File: src/design/adcs_pkg.sv
// Constants, register map and carrier types of the dual sample-and-hold ADC sequencer.
// Assumes one 25 MHz system clock; the ADC clock is an enable pulse derived from it.
`default_nettype none
package adcs_pkg;
  localparam int SLOTS = 16;
  localparam int NIRQ = 9;
  localparam int DW = 12;
  localparam int AW = 8;
  localparam int SYS_PERIOD_NS = 40;
  localparam int ADC_DIV = 2;
  localparam int ADC_PERIOD_NS = SYS_PERIOD_NS * ADC_DIV;
  localparam int CONV_CYCLES = 13;
  localparam logic [3:0] RR_RESET = 4'hF;
  localparam logic [AW-1:0] OFS_SLOT0 = 8'h00;
  localparam logic [AW-1:0] OFS_MODE = 8'h40;
  localparam logic [AW-1:0] OFS_INTSEL0 = 8'h44;
  localparam logic [AW-1:0] OFS_RTRIG_LO = 8'h58;
  localparam logic [AW-1:0] OFS_RTRIG_HI = 8'h5C;
  localparam logic [AW-1:0] OFS_STATUS = 8'h60;
  localparam int ACQ_LSB = 0;
  localparam int ACQ_W = 6;
  localparam int CHANNEL_SELECT_LSB = 6;
  localparam int TRIG_LSB = 11;
  localparam int INT_SEL_LSB = 0;
  localparam int INT_EN_BIT = 5;
  localparam int INT_CONT_BIT = 6;
  localparam int INT_HALF = 8;
  localparam logic [4:0] TRIG_MIN = 5'h05;
  localparam logic [4:0] TRIG_MAX = 5'h14;
  localparam logic [4:0] SRC_MAX = 5'h0F;
  localparam logic [15:0] CFG_RESET = 16'h0000;

  typedef struct packed {
    logic psel;
    logic penable;
    logic pwrite;
    logic [AW-1:0] paddr;
    logic [31:0] pwdata;
  } adcs_apb_req_t;

  typedef struct packed {
    logic [31:0] prdata;
    logic pready;
    logic pslverr;
  } adcs_apb_rsp_t;

  typedef enum logic [2:0] {
    ST_IDLE = 3'b001,
    ST_SAMP = 3'b010,
    ST_CONV = 3'b100
  } adcs_state_t;
endpackage
`default_nettype wire

File: src/design/adcs_rr_arbiter.sv
// Round-robin picker over the sixteen pending slot flags.
// Assumes the pointer names the slot converted last.
`timescale 1ns/1ns
`default_nettype none
module adcs_rr_arbiter import adcs_pkg::*; (
  input wire logic clk,
  input wire logic rstn,
  input wire logic [SLOTS-1:0] pend,
  input wire logic [3:0] ptr,
  output logic [3:0] grantIdx,
  output logic grantVld
);
  // [RQ17] Search from pointer plus one.
  always_comb begin
    logic [3:0] idx;
    idx = 4'h0;
    grantIdx = 4'h0;
    grantVld = 1'b0;
    for (int i = SLOTS; i >= 1; i--) begin
      idx = 4'(32'(ptr) + i);
      if (pend[idx]) begin
        grantIdx = idx;
        grantVld = 1'b1;
      end
    end
  end

  logic [3:0] gap;
  assign gap = 4'(grantIdx - ptr - 4'h1);

  // Pending flags rotated so that bit zero is the slot after the pointer.
  logic [31:0] rotPend;
  logic [15:0] nearMask;
  assign rotPend = {pend, pend} >> (5'(ptr) + 5'h01);
  assign nearMask = (16'h0001 << gap) - 16'h0001;

  rr_pick_pending_a: assert property (@(posedge clk) disable iff (!rstn) // [RQ17]
    (pend != 16'h0000) |-> grantVld && pend[grantIdx] && ((rotPend[15:0] & nearMask) == 16'h0000))
    else $error("Arbiter skipped a nearer pending slot.");
endmodule // adcs_rr_arbiter
`default_nettype wire

File: src/design/adcs_seq_top.sv
// Sixteen-slot ADC sequencer: dual sample-and-hold, end-of-conversion and nine interrupts.
// Assumes an APB master, synchronous trigger pulses and digitised analog inputs.
// How it works
// [RQ1] Two sample-and-hold paths, each with its own channel multiplexer.
// [RQ2] Sampled value is the mean of window start and end inputs.
// [RQ3] Single mode drives just one of the two sample paths.
// [RQ4] Simultaneous mode samples both together, converts upper path first.
// [RQ5] One bit per even/odd slot pair selects single or simultaneous.
// [RQ6] Window length and channel always come from the triggered slot.
// [RQ7] End-of-conversion pulse lasts exactly one ADC clock.
// [RQ8] End-of-conversion comes one ADC clock before the result latch.
// [RQ9] Interrupt pulse trails its end-of-conversion by one ADC clock.
// [RQ10] Nine interrupt outputs, one bit each of a single port.
// [RQ11] Per-interrupt enable bit gates generation.
// [RQ12] Source field picks slot 0 to 15; larger codes never fire.
// [RQ13] Tenth interrupt fields in the fifth pair register do nothing.
// [RQ14] Each pair register holds two configs: upper byte and lower byte.
// [RQ15] Two-bit field per slot retriggers it from interrupt one or two.
// [RQ16] A nonzero retrigger field overrides the slot's trigger source.
// [RQ17] Pending slots served round robin from the slot after the last.
// [RQ18] After reset the last-served pointer holds slot 15.
// [RQ19] Conversion takes 13 ADC clocks after the sample window.
// [RQ20] Software must set the pulse position bit; only late pulses exist.
// [RQ21] Simultaneous pair results go to each own slot with its own pulse.
//
// Implementation choices: the register offsets and the APB interface to the registers.
`timescale 1ns/1ns
`default_nettype none
module adcs_seq_top import adcs_pkg::*; (
  input wire logic clk,
  input wire logic rstn,
  input wire adcs_apb_req_t apbReq,
  output adcs_apb_rsp_t apbRsp,
  input wire logic [SLOTS-1:0] pwmTrig,
  input wire logic [7:0][DW-1:0] chanA,
  input wire logic [7:0][DW-1:0] chanB,
  output logic [SLOTS-1:0][DW-1:0] resultReg,
  output logic [SLOTS-1:0] eocOut,
  output logic [NIRQ-1:0] converterIrqOut
);
  logic [SLOTS-1:0][15:0] slotCfg_ff;
  logic [7:0] mode_ff;
  logic [4:0][15:0] intSel_ff;
  logic [1:0][15:0] rtrig_ff;
  adcs_apb_rsp_t rsp_ff;
  adcs_state_t state_ff;
  logic [3:0] slot_ff, convSlot_ff, ptr_ff;
  logic second_ff, simul_ff;
  logic [5:0] cnt_ff;
  logic [DW-1:0] startA_ff, startB_ff, heldA_ff, heldB_ff, convVal_ff;
  logic [SLOTS-1:0] eoc_ff, pend_ff, pwmPrev_ff;
  logic [NIRQ-1:0] irq_ff;
  logic [1:0] irqPrev_ff;
  logic [SLOTS-1:0][DW-1:0] result_ff;
  logic [1:0] divCnt_ff;

  // [RQ14] One byte per interrupt.
  function automatic logic [7:0] irqCfg(input logic [4:0][15:0] r, input int k);
    irqCfg = (k % 2 == 1) ? r[k / 2][15:INT_HALF] : r[k / 2][INT_HALF-1:0];
  endfunction

  function automatic logic [DW-1:0] mean(input logic [DW-1:0] a, input logic [DW-1:0] b);
    logic [DW:0] s;
    s = {1'b0, a} + {1'b0, b};
    mean = s[DW:1];
  endfunction

  // ADC clock enable.
  logic adcTick;
  assign adcTick = (divCnt_ff == 2'(ADC_DIV - 1));

  // APB decode.
  logic setup, wrEn, aSlot, aMode, aInt, aRtLo, aRtHi, aStat, hit;
  logic [3:0] wIdx;
  assign setup = apbReq.psel && !apbReq.penable;
  assign wrEn = apbReq.psel && apbReq.penable && rsp_ff.pready && apbReq.pwrite && !rsp_ff.pslverr;
  assign wIdx = apbReq.paddr[5:2];
  assign aSlot = (apbReq.paddr < OFS_MODE) && (apbReq.paddr[1:0] == 2'b00);
  assign aMode = (apbReq.paddr == OFS_MODE);
  assign aInt = (apbReq.paddr >= OFS_INTSEL0) && (apbReq.paddr < OFS_RTRIG_LO) && (apbReq.paddr[1:0] == 2'b00);
  assign aRtLo = (apbReq.paddr == OFS_RTRIG_LO);
  assign aRtHi = (apbReq.paddr == OFS_RTRIG_HI);
  assign aStat = (apbReq.paddr == OFS_STATUS);
  assign hit = aSlot || aMode || aInt || aRtLo || aRtHi || aStat;
  logic [2:0] iIdx;
  assign iIdx = 3'((apbReq.paddr - OFS_INTSEL0) >> 2);

  logic [31:0] rdData;
  always_comb begin
    rdData = 32'h0000_0000;
    if (aSlot) begin
      rdData = {16'h0000, slotCfg_ff[wIdx]};
    end else if (aMode) begin
      rdData = {24'h00_0000, mode_ff};
    end else if (aInt) begin
      rdData = {16'h0000, intSel_ff[iIdx]};
    end else if (aRtLo) begin
      rdData = {16'h0000, rtrig_ff[0]};
    end else if (aRtHi) begin
      rdData = {16'h0000, rtrig_ff[1]};
    end else if (aStat) begin
      rdData = {8'h00, state_ff != ST_IDLE ? 1'b1 : 1'b0, 3'h0, ptr_ff, pend_ff};
    end
  end

  // Current slot: the granted one while idle, else the one in progress.
  logic [3:0] grantIdx, curSlot, tgtSlot;
  logic grantVld;
  adcs_rr_arbiter uArb (
    .clk(clk),
    .rstn(rstn),
    .pend(pend_ff),
    .ptr(ptr_ff),
    .grantIdx(grantIdx),
    .grantVld(grantVld)
  );
  assign curSlot = (state_ff == ST_IDLE) ? grantIdx : slot_ff;
  assign tgtSlot = second_ff ? (slot_ff ^ 4'h1) : slot_ff;

  // [RQ6] Triggered slot config.
  logic [3:0] csel;
  logic [ACQ_W-1:0] acq;
  logic curSimul, capA, capB;
  assign csel = slotCfg_ff[curSlot][CHANNEL_SELECT_LSB+3:CHANNEL_SELECT_LSB];
  assign acq = slotCfg_ff[curSlot][ACQ_LSB+ACQ_W-1:ACQ_LSB];
  // [RQ5] Pair mode bit.
  assign curSimul = mode_ff[curSlot[3:1]];
  // [RQ3] One path in single mode.
  assign capA = curSimul || !csel[3];
  assign capB = curSimul || csel[3];

  // [RQ1] Two input multiplexers.
  logic [DW-1:0] inA, inB;
  assign inA = chanA[csel[2:0]];
  assign inB = chanB[csel[2:0]];

  // [RQ4] Upper path first, then lower.
  logic [DW-1:0] outVal;
  assign outVal = simul_ff ? (second_ff ? heldB_ff : heldA_ff) : (capB && !capA ? heldB_ff : heldA_ff);

  logic eocAny, inConv, eocSet, convEnd;
  assign eocAny = |eoc_ff;
  assign inConv = (state_ff == ST_CONV);
  // [RQ19] Thirteen ADC clocks.
  assign eocSet = adcTick && inConv && (cnt_ff == 6'(CONV_CYCLES - 2));
  assign convEnd = adcTick && inConv && (cnt_ff == 6'(CONV_CYCLES - 1));

  // Interrupt enables and sources.
  logic [NIRQ-1:0] irqHit;
  logic [NIRQ-1:0][4:0] irqSrc;
  always_comb begin
    logic [7:0] c;
    c = 8'h00;
    for (int k = 0; k < NIRQ; k++) begin
      c = irqCfg(intSel_ff, k);
      irqSrc[k] = c[INT_SEL_LSB+4:INT_SEL_LSB];
      // [RQ11] Enable gate.
      // [RQ12] Valid source only.
      irqHit[k] = c[INT_EN_BIT] && (irqSrc[k] <= SRC_MAX) && eoc_ff[irqSrc[k][3:0]];
    end
  end

  // Trigger sources.
  logic irq1Rise, irq2Rise;
  logic [SLOTS-1:0] pwmRise, trigHit, nxtPend;
  assign irq1Rise = irq_ff[0] && !irqPrev_ff[0];
  assign irq2Rise = irq_ff[1] && !irqPrev_ff[1];
  assign pwmRise = pwmTrig & ~pwmPrev_ff;
  always_comb begin
    logic [1:0] rt;
    logic [4:0] ts;
    rt = 2'b00;
    ts = 5'h00;
    for (int s = 0; s < SLOTS; s++) begin
      rt = rtrig_ff[s / 8][(s % 8) * 2 +: 2];
      ts = slotCfg_ff[s][TRIG_LSB+4:TRIG_LSB];
      // [RQ15] Retrigger decode.
      // [RQ16] Retrigger overrides source.
      if (rt != 2'b00) begin
        trigHit[s] = (rt == 2'b01) ? irq1Rise : ((rt == 2'b10) ? irq2Rise : 1'b0);
      end else begin
        trigHit[s] = (ts >= TRIG_MIN) && (ts <= TRIG_MAX) && pwmRise[4'(ts - TRIG_MIN)];
      end
    end
  end
  // A new trigger wins over the finishing clear.
  assign nxtPend = (pend_ff & ~(convEnd ? (16'h0001 << tgtSlot) : 16'h0000)) | trigHit;

  always_ff @(posedge clk) begin
    if (!rstn) begin
      slotCfg_ff <= '0;
      mode_ff <= 8'h00;
      intSel_ff <= '0;
      rtrig_ff <= '0;
      rsp_ff <= '0;
    end else begin
      rsp_ff.pready <= setup;
      rsp_ff.pslverr <= setup && !hit;
      if (setup) begin
        rsp_ff.prdata <= rdData;
      end
      if (wrEn && aSlot) begin
        slotCfg_ff[wIdx] <= apbReq.pwdata[15:0];
      end else if (wrEn && aMode) begin
        mode_ff <= apbReq.pwdata[7:0];
      end else if (wrEn && aInt) begin
        intSel_ff[iIdx] <= apbReq.pwdata[15:0];
      end else if (wrEn && aRtLo) begin
        rtrig_ff[0] <= apbReq.pwdata[15:0];
      end else if (wrEn && aRtHi) begin
        rtrig_ff[1] <= apbReq.pwdata[15:0];
      end
    end
  end

  always_ff @(posedge clk) begin
    if (!rstn) begin
      divCnt_ff <= 2'b00;
      pend_ff <= '0;
      pwmPrev_ff <= '0;
      irqPrev_ff <= 2'b00;
      // [RQ18] Pointer at slot fifteen, so slot zero first.
      ptr_ff <= RR_RESET;
    end else begin
      divCnt_ff <= adcTick ? 2'b00 : 2'(divCnt_ff + 2'b01);
      pend_ff <= nxtPend;
      pwmPrev_ff <= pwmTrig;
      irqPrev_ff <= irq_ff[1:0];
      // [RQ17] Pointer follows each conversion.
      if (convEnd) begin
        ptr_ff <= tgtSlot;
      end
    end
  end

  always_ff @(posedge clk) begin
    if (!rstn) begin
      state_ff <= ST_IDLE;
      slot_ff <= 4'h0;
      second_ff <= 1'b0;
      simul_ff <= 1'b0;
      cnt_ff <= 6'h00;
      startA_ff <= '0;
      startB_ff <= '0;
      heldA_ff <= '0;
      heldB_ff <= '0;
    end else if (adcTick) begin
      case (state_ff)
        ST_IDLE: begin
          if (grantVld) begin
            slot_ff <= grantIdx;
            simul_ff <= curSimul;
            cnt_ff <= 6'(acq);
            if (capA) begin
              startA_ff <= inA;
            end
            if (capB) begin
              startB_ff <= inB;
            end
            state_ff <= ST_SAMP;
          end
        end
        ST_SAMP: begin
          if (cnt_ff == 6'h00) begin
            // [RQ2] Mean of both ends.
            if (capA) begin
              heldA_ff <= mean(startA_ff, inA);
            end
            if (capB) begin
              heldB_ff <= mean(startB_ff, inB);
            end
            state_ff <= ST_CONV;
          end else begin
            cnt_ff <= cnt_ff - 6'h01;
          end
        end
        ST_CONV: begin
          cnt_ff <= cnt_ff + 6'h01;
          if (cnt_ff == 6'(CONV_CYCLES - 1)) begin
            cnt_ff <= 6'h00;
            // [RQ21] Partner slot converts second.
            if (simul_ff && !second_ff) begin
              second_ff <= 1'b1;
            end else begin
              second_ff <= 1'b0;
              state_ff <= ST_IDLE;
            end
          end
        end
        default: begin
          state_ff <= ST_IDLE;
        end
      endcase
    end
  end

  always_ff @(posedge clk) begin
    if (!rstn) begin
      eoc_ff <= '0;
      irq_ff <= '0;
      convVal_ff <= '0;
      convSlot_ff <= 4'h0;
      result_ff <= '0;
    end else if (adcTick) begin
      // [RQ7] One ADC clock wide.
      eoc_ff <= eocSet ? (16'h0001 << tgtSlot) : 16'h0000;
      if (eocSet) begin
        convVal_ff <= outVal;
        convSlot_ff <= tgtSlot;
      end
      // [RQ8] Latch one clock after.
      if (eocAny) begin
        result_ff[convSlot_ff] <= convVal_ff;
      end
      // [RQ9] Interrupt with latch.
      // [RQ13] Only nine interrupts built.
      irq_ff <= irqHit;
    end
  end

  assign apbRsp = rsp_ff;
  assign resultReg = result_ff;
  assign eocOut = eoc_ff;
  // [RQ10] Nine separate outputs.
  assign converterIrqOut = irq_ff;

  eoc_one_adc_a: assert property (@(posedge clk) disable iff (!rstn) // [RQ7]
    $rose(eocAny) |-> eocAny [*2] ##1 !eocAny)
    else $error("End-of-conversion pulse is not one ADC clock long.");

  eoc_at_conv_a: assert property (@(posedge clk) disable iff (!rstn) // [RQ19]
    $rose(eocAny) |-> $past(inConv) && ($past(cnt_ff) == 6'(CONV_CYCLES - 2)))
    else $error("End-of-conversion outside the thirteenth conversion clock.");

  result_latch_a: assert property (@(posedge clk) disable iff (!rstn) // [RQ8]
    (eocAny && adcTick) |=> (result_ff[$past(convSlot_ff)] == $past(convVal_ff)))
    else $error("Result not latched one ADC clock after end-of-conversion.");

  irq_lag_a: assert property (@(posedge clk) disable iff (!rstn) // [RQ9]
    (adcTick && irqHit[0]) |=> irq_ff[0] ##1 irq_ff[0])
    else $error("Interrupt one does not follow its end-of-conversion.");

  irq_disabled_a: assert property (@(posedge clk) disable iff (!rstn) // [RQ11]
    (adcTick && !intSel_ff[0][INT_EN_BIT]) |=> !irq_ff[0])
    else $error("Disabled interrupt fired.");

  irq_bad_src_a: assert property (@(posedge clk) disable iff (!rstn) // [RQ12]
    (adcTick && (irqSrc[2] > SRC_MAX)) |=> !irq_ff[2])
    else $error("Invalid source selection fired an interrupt.");

  single_path_a: assert property (@(posedge clk) disable iff (!rstn) // [RQ3]
    (adcTick && state_ff == ST_SAMP && cnt_ff == 6'h00 && !curSimul) |=> ($stable(heldA_ff) || $stable(heldB_ff)))
    else $error("Both paths active in single mode.");

  ptr_reset_a: assert property (@(posedge clk) // [RQ18]
    $rose(rstn) |-> (ptr_ff == RR_RESET))
    else $error("Pointer not at slot fifteen after reset.");

  retrig_wins_a: assert property (@(posedge clk) disable iff (!rstn) // [RQ16]
    (rtrig_ff[0][9:8] != 2'b00 && !irq1Rise && !irq2Rise) |-> !trigHit[4])
    else $error("Trigger source acted despite a retrigger selection.");
endmodule // adcs_seq_top
`default_nettype wire

File: config.mk
export PLATFORM = sky130hd
export DESIGN_NAME = adcs_seq_top
export DESIGN_NICKNAME = d
export VERILOG_FILES = /design/src/design/adcs_pkg.sv /design/src/design/adcs_rr_arbiter.sv /design/src/design/adcs_seq_top.sv
export SDC_FILE = /design/constraint.sdc
export NUM_CORES = 2
export LEC_CHECK = 0
export ABC_CLOCK_PERIOD_IN_PS = 10000
export BUFFER_PORTS_ARGS = -buffer_cell sky130_fd_sc_hd__buf_4
export CORE_UTILIZATION = 25
export DETAILED_ROUTE_END_ITERATION = 10
export PLACE_DENSITY = 0.37
export SLEW_MARGIN = 10
export SYNTH_ARGS = -nofsm -noshare
export SYNTH_HDL_FRONTEND = slang
export SYNTH_SLANG_ARGS = --single-unit
File: constraint.sdc
create_clock -name clk -period 10 [get_ports clk]
set_input_delay 1 -clock clk [delete_from_list [all_inputs] [get_ports clk]]
set_output_delay 1 -clock clk [all_outputs]
set_load 0.01 [all_outputs]
# Word level (Yosys, flattened, before mapping)
# Cells that the tools add are included.
[totals]
word_cells = 584
output_inout_bits = 251
regBits = 746
in_bits = 253
[op_classes]
n_addsub = 38
n_mux = 207
shifts = 1
n_lt_le_gt_ge = 94
n_eq_ne = 48
n_reduce_logical = 124
bitwise = 11
[ops]
columns = ["operator", "count"]
rows = [
  ["bitwise mux 256 bit", 1],
  ["less-than comparator 4 x 5 -> 1 bit (second input constant)", 44],
  ["bitwise mux 192 bit", 1],
  ["binary-select mux 1 bit (select 4 bit)", 41],
  ["binary-select mux 16 bit (select 4 bit)", 2],
  ["two-way mux 24 bit", 5],
  ["two-way mux 1 bit", 109],
  ["two-way mux 16 bit", 6],
  ["bitwise mux 80 bit", 1],
  ["greater-or-equal comparator 5 x 3 -> 1 bit (second input constant)", 16],
  ["less-or-equal comparator 5 bit (second input constant)", 16],
  ["logical AND 1 bit", 74],
  ["binary-select mux 12 bit (select 3 bit)", 2],
  ["two-way mux 12 bit", 6],
  ["two-way mux 4 bit", 17],
  ["demux 16 bit (select 4 bit)", 1],
  ["subtractor 4 x 3 -> 4 bit (second input constant)", 16],
  ["binary-select mux 16 bit (select 3 bit)", 1],
  ["demux 12 bit (select 4 bit)", 1],
  ["demux 16 bit (select 3 bit)", 1],
  ["less-or-equal comparator 5 x 4 -> 1 bit (second input constant)", 9],
  ["== test 2 x 1 -> 1 bit (second input constant)", 17],
  ["adder 4 bit (second input constant)", 8],
  ["AND 16 bit", 2],
  ["other kinds (45)", 126],
]

# Longest topological paths before layout
[depth]
depth_word = 28
depth_mapped = 42
depth_no_buf = 33

# Hierarchy
# Synthesis repeated with hierarchy kept, for this count alone.
[hier_totals]
cells_unflattened = 4657
area_unflattened_um2 = 41493.5
[by_module_without_submodules]
columns = ["mod", "seq_area_each_um2", "n_inst", "cells_per_inst", "area_each_um2"]
rows = [
  ["adcs_seq_top", 14714.1, 1, 4416, 39506.6],
  ["adcs_rr_arbiter", 0.0, 1, 241, 1986.9],
]

# Least setup slack after synthesis
# OpenSTA, ideal clock, no wires.
[synth_path]
path_kind = "register to register"
start = "register ptr_ff[2]"
end = "register heldA_ff[11]"
n_path_buf = 9
setup_ps = 144
slack_ps = 2202
path_stages_with_launch = 40
period_less_slack_ps = 7798
arrival_ps = 7655
t_required_ps = 9856
cell_sequence = "dfxtp_1 > buf_6 > clkbuf_1 > buf_1 > inv_1 > ha_1 > buf_2 > mux2_2 > o22ai_1 > nor4_1 > or2_0 > mux2_2 > o311a_1 > o211ai_4 > a21o_1 > buf_4 > buf_6 > mux2i_1 > [... 4 more ...] > buf_2 > mux2i_1 > nand2_1 > nand3_1 > o21ai_0 > ha_1 > nor2b_1 > o21ai_0 > nand2_1 > a21oi_1 > o21bai_1 > a21o_1 > a21o_1 > a21o_1 > a21o_1 > a21o_1 > a21oi_1 > a211oi_1"
[synth_via]
elab_chain_cells = 25
elab_cells_between_ends = 75
cone_classes = "17 x add/sub; 55 x mux; 3 x reduce/logical"
[synth_lines]
columns = ["element", "line_no", "source"]
rows = [
  ["from (decl)", "adcs_seq_top.sv:47", "logic [3:0] slot_ff, convSlot_ff, ptr_ff;"],
  ["from (signal assigned)", "adcs_seq_top.sv:231", "ptr_ff <= tgtSlot;"],
  ["adder 4 x 1 -> 4 bit", "adcs_rr_arbiter.sv:20", "idx = 4'(32'(ptr) + i);"],
  ["binary-select mux 1 bit (select 4 bit)", "adcs_rr_arbiter.sv:21", "if (pend[idx]) begin"],
  ["two-way mux 1 bit (implied by the code)", "adcs_rr_arbiter.sv:21", ""],
  ["two-way mux 4 bit (15 in series)", "adcs_rr_arbiter.sv:21", ""],
  ["two-way mux 4 bit *", "adcs_rr_arbiter.sv:21", ""],
  ["two-way mux 4 bit *", "adcs_seq_top.sv:117", "assign curSlot = (state_ff == ST_IDLE) ? grantIdx : slot_ff;"],
  ["binary-select mux 16 bit (select 4 bit) *", "adcs_seq_top.sv:124", "assign csel = slotCfg_ff[curSlot][CHANNEL_SELECT_LSB+3:CHANNEL_SELECT_LSB];"],
  ["two-way mux 10 bit *", "-", ""],
  ["binary-select mux 12 bit (select 3 bit) *", "adcs_seq_top.sv:134", "assign inA = chanA[csel[2:0]];"],
  ["two-way mux 12 bit (implied by the code) *", "adcs_seq_top.sv:134", ""],
  ["via inA[2]", "adcs_seq_top.sv:133", "logic [DW-1:0] inA, inB;"],
  ["adder 12 x 12 -> 13 bit *", "adcs_seq_top.sv:64", "s = {1'b0, a} + {1'b0, b};"],
  ["to (signal assigned)", "adcs_seq_top.sv:267", "heldA_ff <= mean(startA_ff, inA);"],
  ["to (decl)", "adcs_seq_top.sv:50", "logic [DW-1:0] startA_ff, startB_ff, heldA_ff, heldB_ff, convVal_ff;"],
]
# Mark *: on every way through the listed nets, which the timed path passes. The rest lies on a longest branch. The select of a mux whose other input is x is not followed.
# A chain may end at the register's enable or synchronous reset.

# Worst setup path after layout
[layout_path]
start = "register ptr_ff[1]"
end = "register heldA_ff[11]"
# The elaborated chain is that of the path after synthesis.

==> impl_metrics.tcl <==
set metrics [dict create \
    crit_fanout 39 \
    path_delay_family "compound AO/OA/AOI/OAI gates" \
    post_synth_and_or_nand_nor_area_fraction 0.180 \
    yosysTopAreaCell "dfxtp_1" \
    yosysSeqAreaShare 0.352 \
    tritoncts "yes" \
    grt_max_degree 191 \
    finalCritPeriodShare 0.894 \
    ant_nets 0 \
    grt_pass1_wl_um 266000 \
    yosys.area.top_type_share 0.352 \
    synthCells 4829 \
    grt_overflow 0 \
    p_clk_frac 0.513 \
    synth-seq-cells 735 \
    die_y_um 411 \
    crit_arrival_ns 9.47 \
    combPwrFrac 0.061 \
    max_slew.worst_pin.slew_ns 1.28 \
    critPathKind "reg -> reg" \
    power_density_nw_per_um2 136 \
    yosys_warnings 0 \
    ys.flop_type "dfxtp_1" \
    min_path_type "reg -> reg" \
    r2r_end "heldA_ff[11]" \
    antenna_found_initial 9 \
    crit_cells 27 \
    gp_congestion 0.873 \
    grtUsageMet3 0.0377 \
    cts_setup_buffers 0 \
    timing.rr.start "ptr_ff[1]" \
    required_ns 10.53 \
    critPathMaxStageDelay_ns 0.90 \
    startpoint "ptr_ff[1]" \
    io_pins 504 \
    max_freq_ghz 0.112 \
    dr_total_vias 37400 \
    clkTransAtPathRegs_ns 0.06 \
    top_usage_layer "met2" \
    finalSetupViolCount 0 \
    synth_area_per_cell_um2 8.67 \
    routed_wl_um 187000 \
    swShare 0.256 \
    synth-edff-count 0 \
    dieArea_um2 169000 \
    path_buf_inv 2 \
    cp-endpoint "heldA_ff[11]" \
    maxSlewHeadroom 0.147 \
    initial_core_util 0.253 \
    p_switching_mw 1.76 \
    cp_slowest_cell "ha_1" \
    post-place-ws_ns 1.19 \
    synth_top_family_by_area "multiplexers" \
    reg2reg_setup_slack_ns 1.06 \
    crit_path_frequent_cell "a21o_1" \
    die_x_um 411 \
    finalNetCount 5435 \
    cts_buffers 94 \
    synth_area_leaders "dfxtp_1, mux4_2, mux2i_1" \
    layout-drive-gt1-share 0.203 \
    cts_buffer_depth 3 \
    grt_use_met1 0.312 \
    drtIter0Drc 3096 \
    cts.sinks 735 \
    final_util 0.306 \
    outcome "finished, final reports clean" \
    fin_total_pwr_mw 6.90 \
    yosys.cell_types.count 98 \
    wl_per_cell_um 25.3 \
    final_hold_viol_count 0 \
    synth_xor_area_frac 0.0133 \
    async_flop_share 0 \
    rows 149 \
    dp_hpwl_um 129000 \
    first_pass_iters 5 \
    synthAdderAreaFrac 0.0267 \
    synth-compound-area-share 0.138 \
    synthMuxAreaShare 0.241 \
    fin_setup_tns_ns 0 \
    power.internal_mw 5.14 \
    worst_slack_ns 1.06 \
    synth.most_common_cell "nand2_1" \
    rsz0062_at_grt "false" \
    netlist_top_cells_count "nand2_1, dfxtp_1, mux2i_1" \
    peakVddDrop_v 0.000123 \
    via_per_inst 5.08 \
    io_buffers 476 \
    coreArea_um2 166000 \
    maxCapViolCount 0 \
    finalCriticalPeriod_ns 8.94 \
    clock_latency_ns 0.75 \
    met2_usage 0.321 \
    r2r_cells 27 \
    pwr-share-seq 0.426 \
    cts_root_buffer "clkbuf_16" \
    final.fill_count 17600 \
    syn_area_um2 41900 \
    grt.total_usage 0.214 \
    ctsHoldBuffers 0 \
    cp-start-kind "flop" \
    skew_ns 0.0662 \
    maxSlewViolCount 0 \
    power.leakage_nw 19.5 \
    holdWs_ns 0.423 \
    remaining_drc_errors 0 \
    endpoint_kind "flop" \
    post_cts_resized 0 \
    htree_levels 3 \
    grt_pass1_vias 35500 \
    syn2layout_area_growth_pct 21.1 \
]
-- how the worst min path moves through the flow --
| stage | start | end | slack, ns | depth (start not counted) |
|---|---|---|---|---|
| after floorplan | divCnt_ff[0] | divCnt_ff[0] | 0.40 | 1 |
| after global placement | divCnt_ff[0] | divCnt_ff[0] | 0.42 | 1 |
| after detailed placement | divCnt_ff[0] | divCnt_ff[0] | 0.41 | 1 |
| after CTS | pwmTrig[6] | pwmPrev_ff[6] | 0.41 | 2 |
| after global routing | divCnt_ff[0] | divCnt_ff[0] | 0.44 | 1 |
| final | divCnt_ff[0] | divCnt_ff[0] | 0.42 | 1 |
-- routing by layer --
| metal | vias up | wire length, um |
|---|---|---|
| met1 | 18500 | 89700 |
| met4 | 0 | 4050 |
| met3 | 182 | 11400 |
| met2 | 1129 | 81400 |
| li1 | 17600 | - |
| met5 | - | 0 |
-- worst reg2reg max path: stages, from the launching register on --
cell and delay [ns]:
dfxtp_1 0.34, inv_2 0.14, ha_1 0.91, mux4_2 0.70
mux2i_1 0.37, mux2_1 0.29, nor2_1 0.07, a211oi_1 0.30
o311ai_0 0.28, and3_1 0.29, o21ai_4 0.78, a211oi_1 0.09
a211oi_1 0.45, or4_4 0.62, buf_4 0.60, mux2_2 0.39
o21ai_0 0.14, o21ai_0 0.18, ha_1 0.39, a21oi_1 0.15
o21bai_1 0.11, a21o_1 0.19, a21o_1 0.19, a21o_1 0.18
a21o_1 0.20, a21o_1 0.18, a21oi_1 0.13, a211oi_1 0.08
-- cells in the final DEF, fill, tap and decap left out, types with 16 or more instances in the layout --
cell,count
o31a_1,16
clkbuf_16,94
mux2i_1,463
o21ai_0,124
mux2_2,52
a22oi_1,30
a31oi_1,20
a2111oi_0,22
xor2_1,31
and3_1,22
nand2b_1,55
a311oi_1,16
ha_1,85
a21oi_1,429
dfxtp_1,734
a221oi_1,18
inv_1,86
o211ai_1,40
nand3_1,100
and2_1,33
buf_4,576
clkinv_2,21
a21o_1,33
clkbuf_8,27
a211oi_1,76
nand2_1,949
nor3_1,49
nor3b_1,22
a22o_1,19
mux4_2,211
xnor2_1,27
nor2_1,442
clkbuf_1,21
-- per-stage QoR --
step           cell area, um2  std cells
2_1_floorplan           41900       4839
3_3_place_gp            47400       7186
3_5_place_dp            47400       7187
4_1_cts                 50700       7361
5_1_grt                 50700       7361
6_report                50700       7364
-- state kept, by name (all words and copies together), names as in the netlist, 16 cells and up --
name and flops:
slotCfg_ff 256, resultReg 192, intSel_ff 80, rtrig_ff 32, apbRsp 23, eocOut 16
pend_ff 16, pwmPrev_ff 16
-- power by group through the flow --
stage	Combinational (mW)	Sequential (mW)	Clock, mW
2_1_floorplan	0.209	3.01	0
3_3_place_gp	0.426	3.01	0
3_5_place_dp	0.426	3.01	0
4_1_cts	0.427	2.94	3.66
5_1_grt	0.449	2.94	3.77
6_report	0.424	2.94	3.54
-- kinds of logic after synthesis --
group / Yosys count
flip-flops: 735
AO/OA/AOI/OAI: 924
XOR/XNOR: 62
other: 1
AND/OR/NAND/NOR: 1780
adder cells (fa/ha/maj): 88
multiplexers: 732
buffers and inverters: 507
-- area by class of cell --
class / instances / area (um2) / share of cell area
Clock inverter: 32 / 435 / 0.00859
Antenna cell: 3 / 7.51 / 0.000148
Inverter: 88 / 338 / 0.00666
Sequential cell: 735 / 14700 / 0.290
Clock buffer: 142 / 2800 / 0.0553
Timing Repair Buffer: 578 / 4360 / 0.0860
Multi-Input combinational cell: 3597 / 25300 / 0.499
Tap cell: 2189 / 2740 / 0.0540
Power figures use the tool's default switching activity.
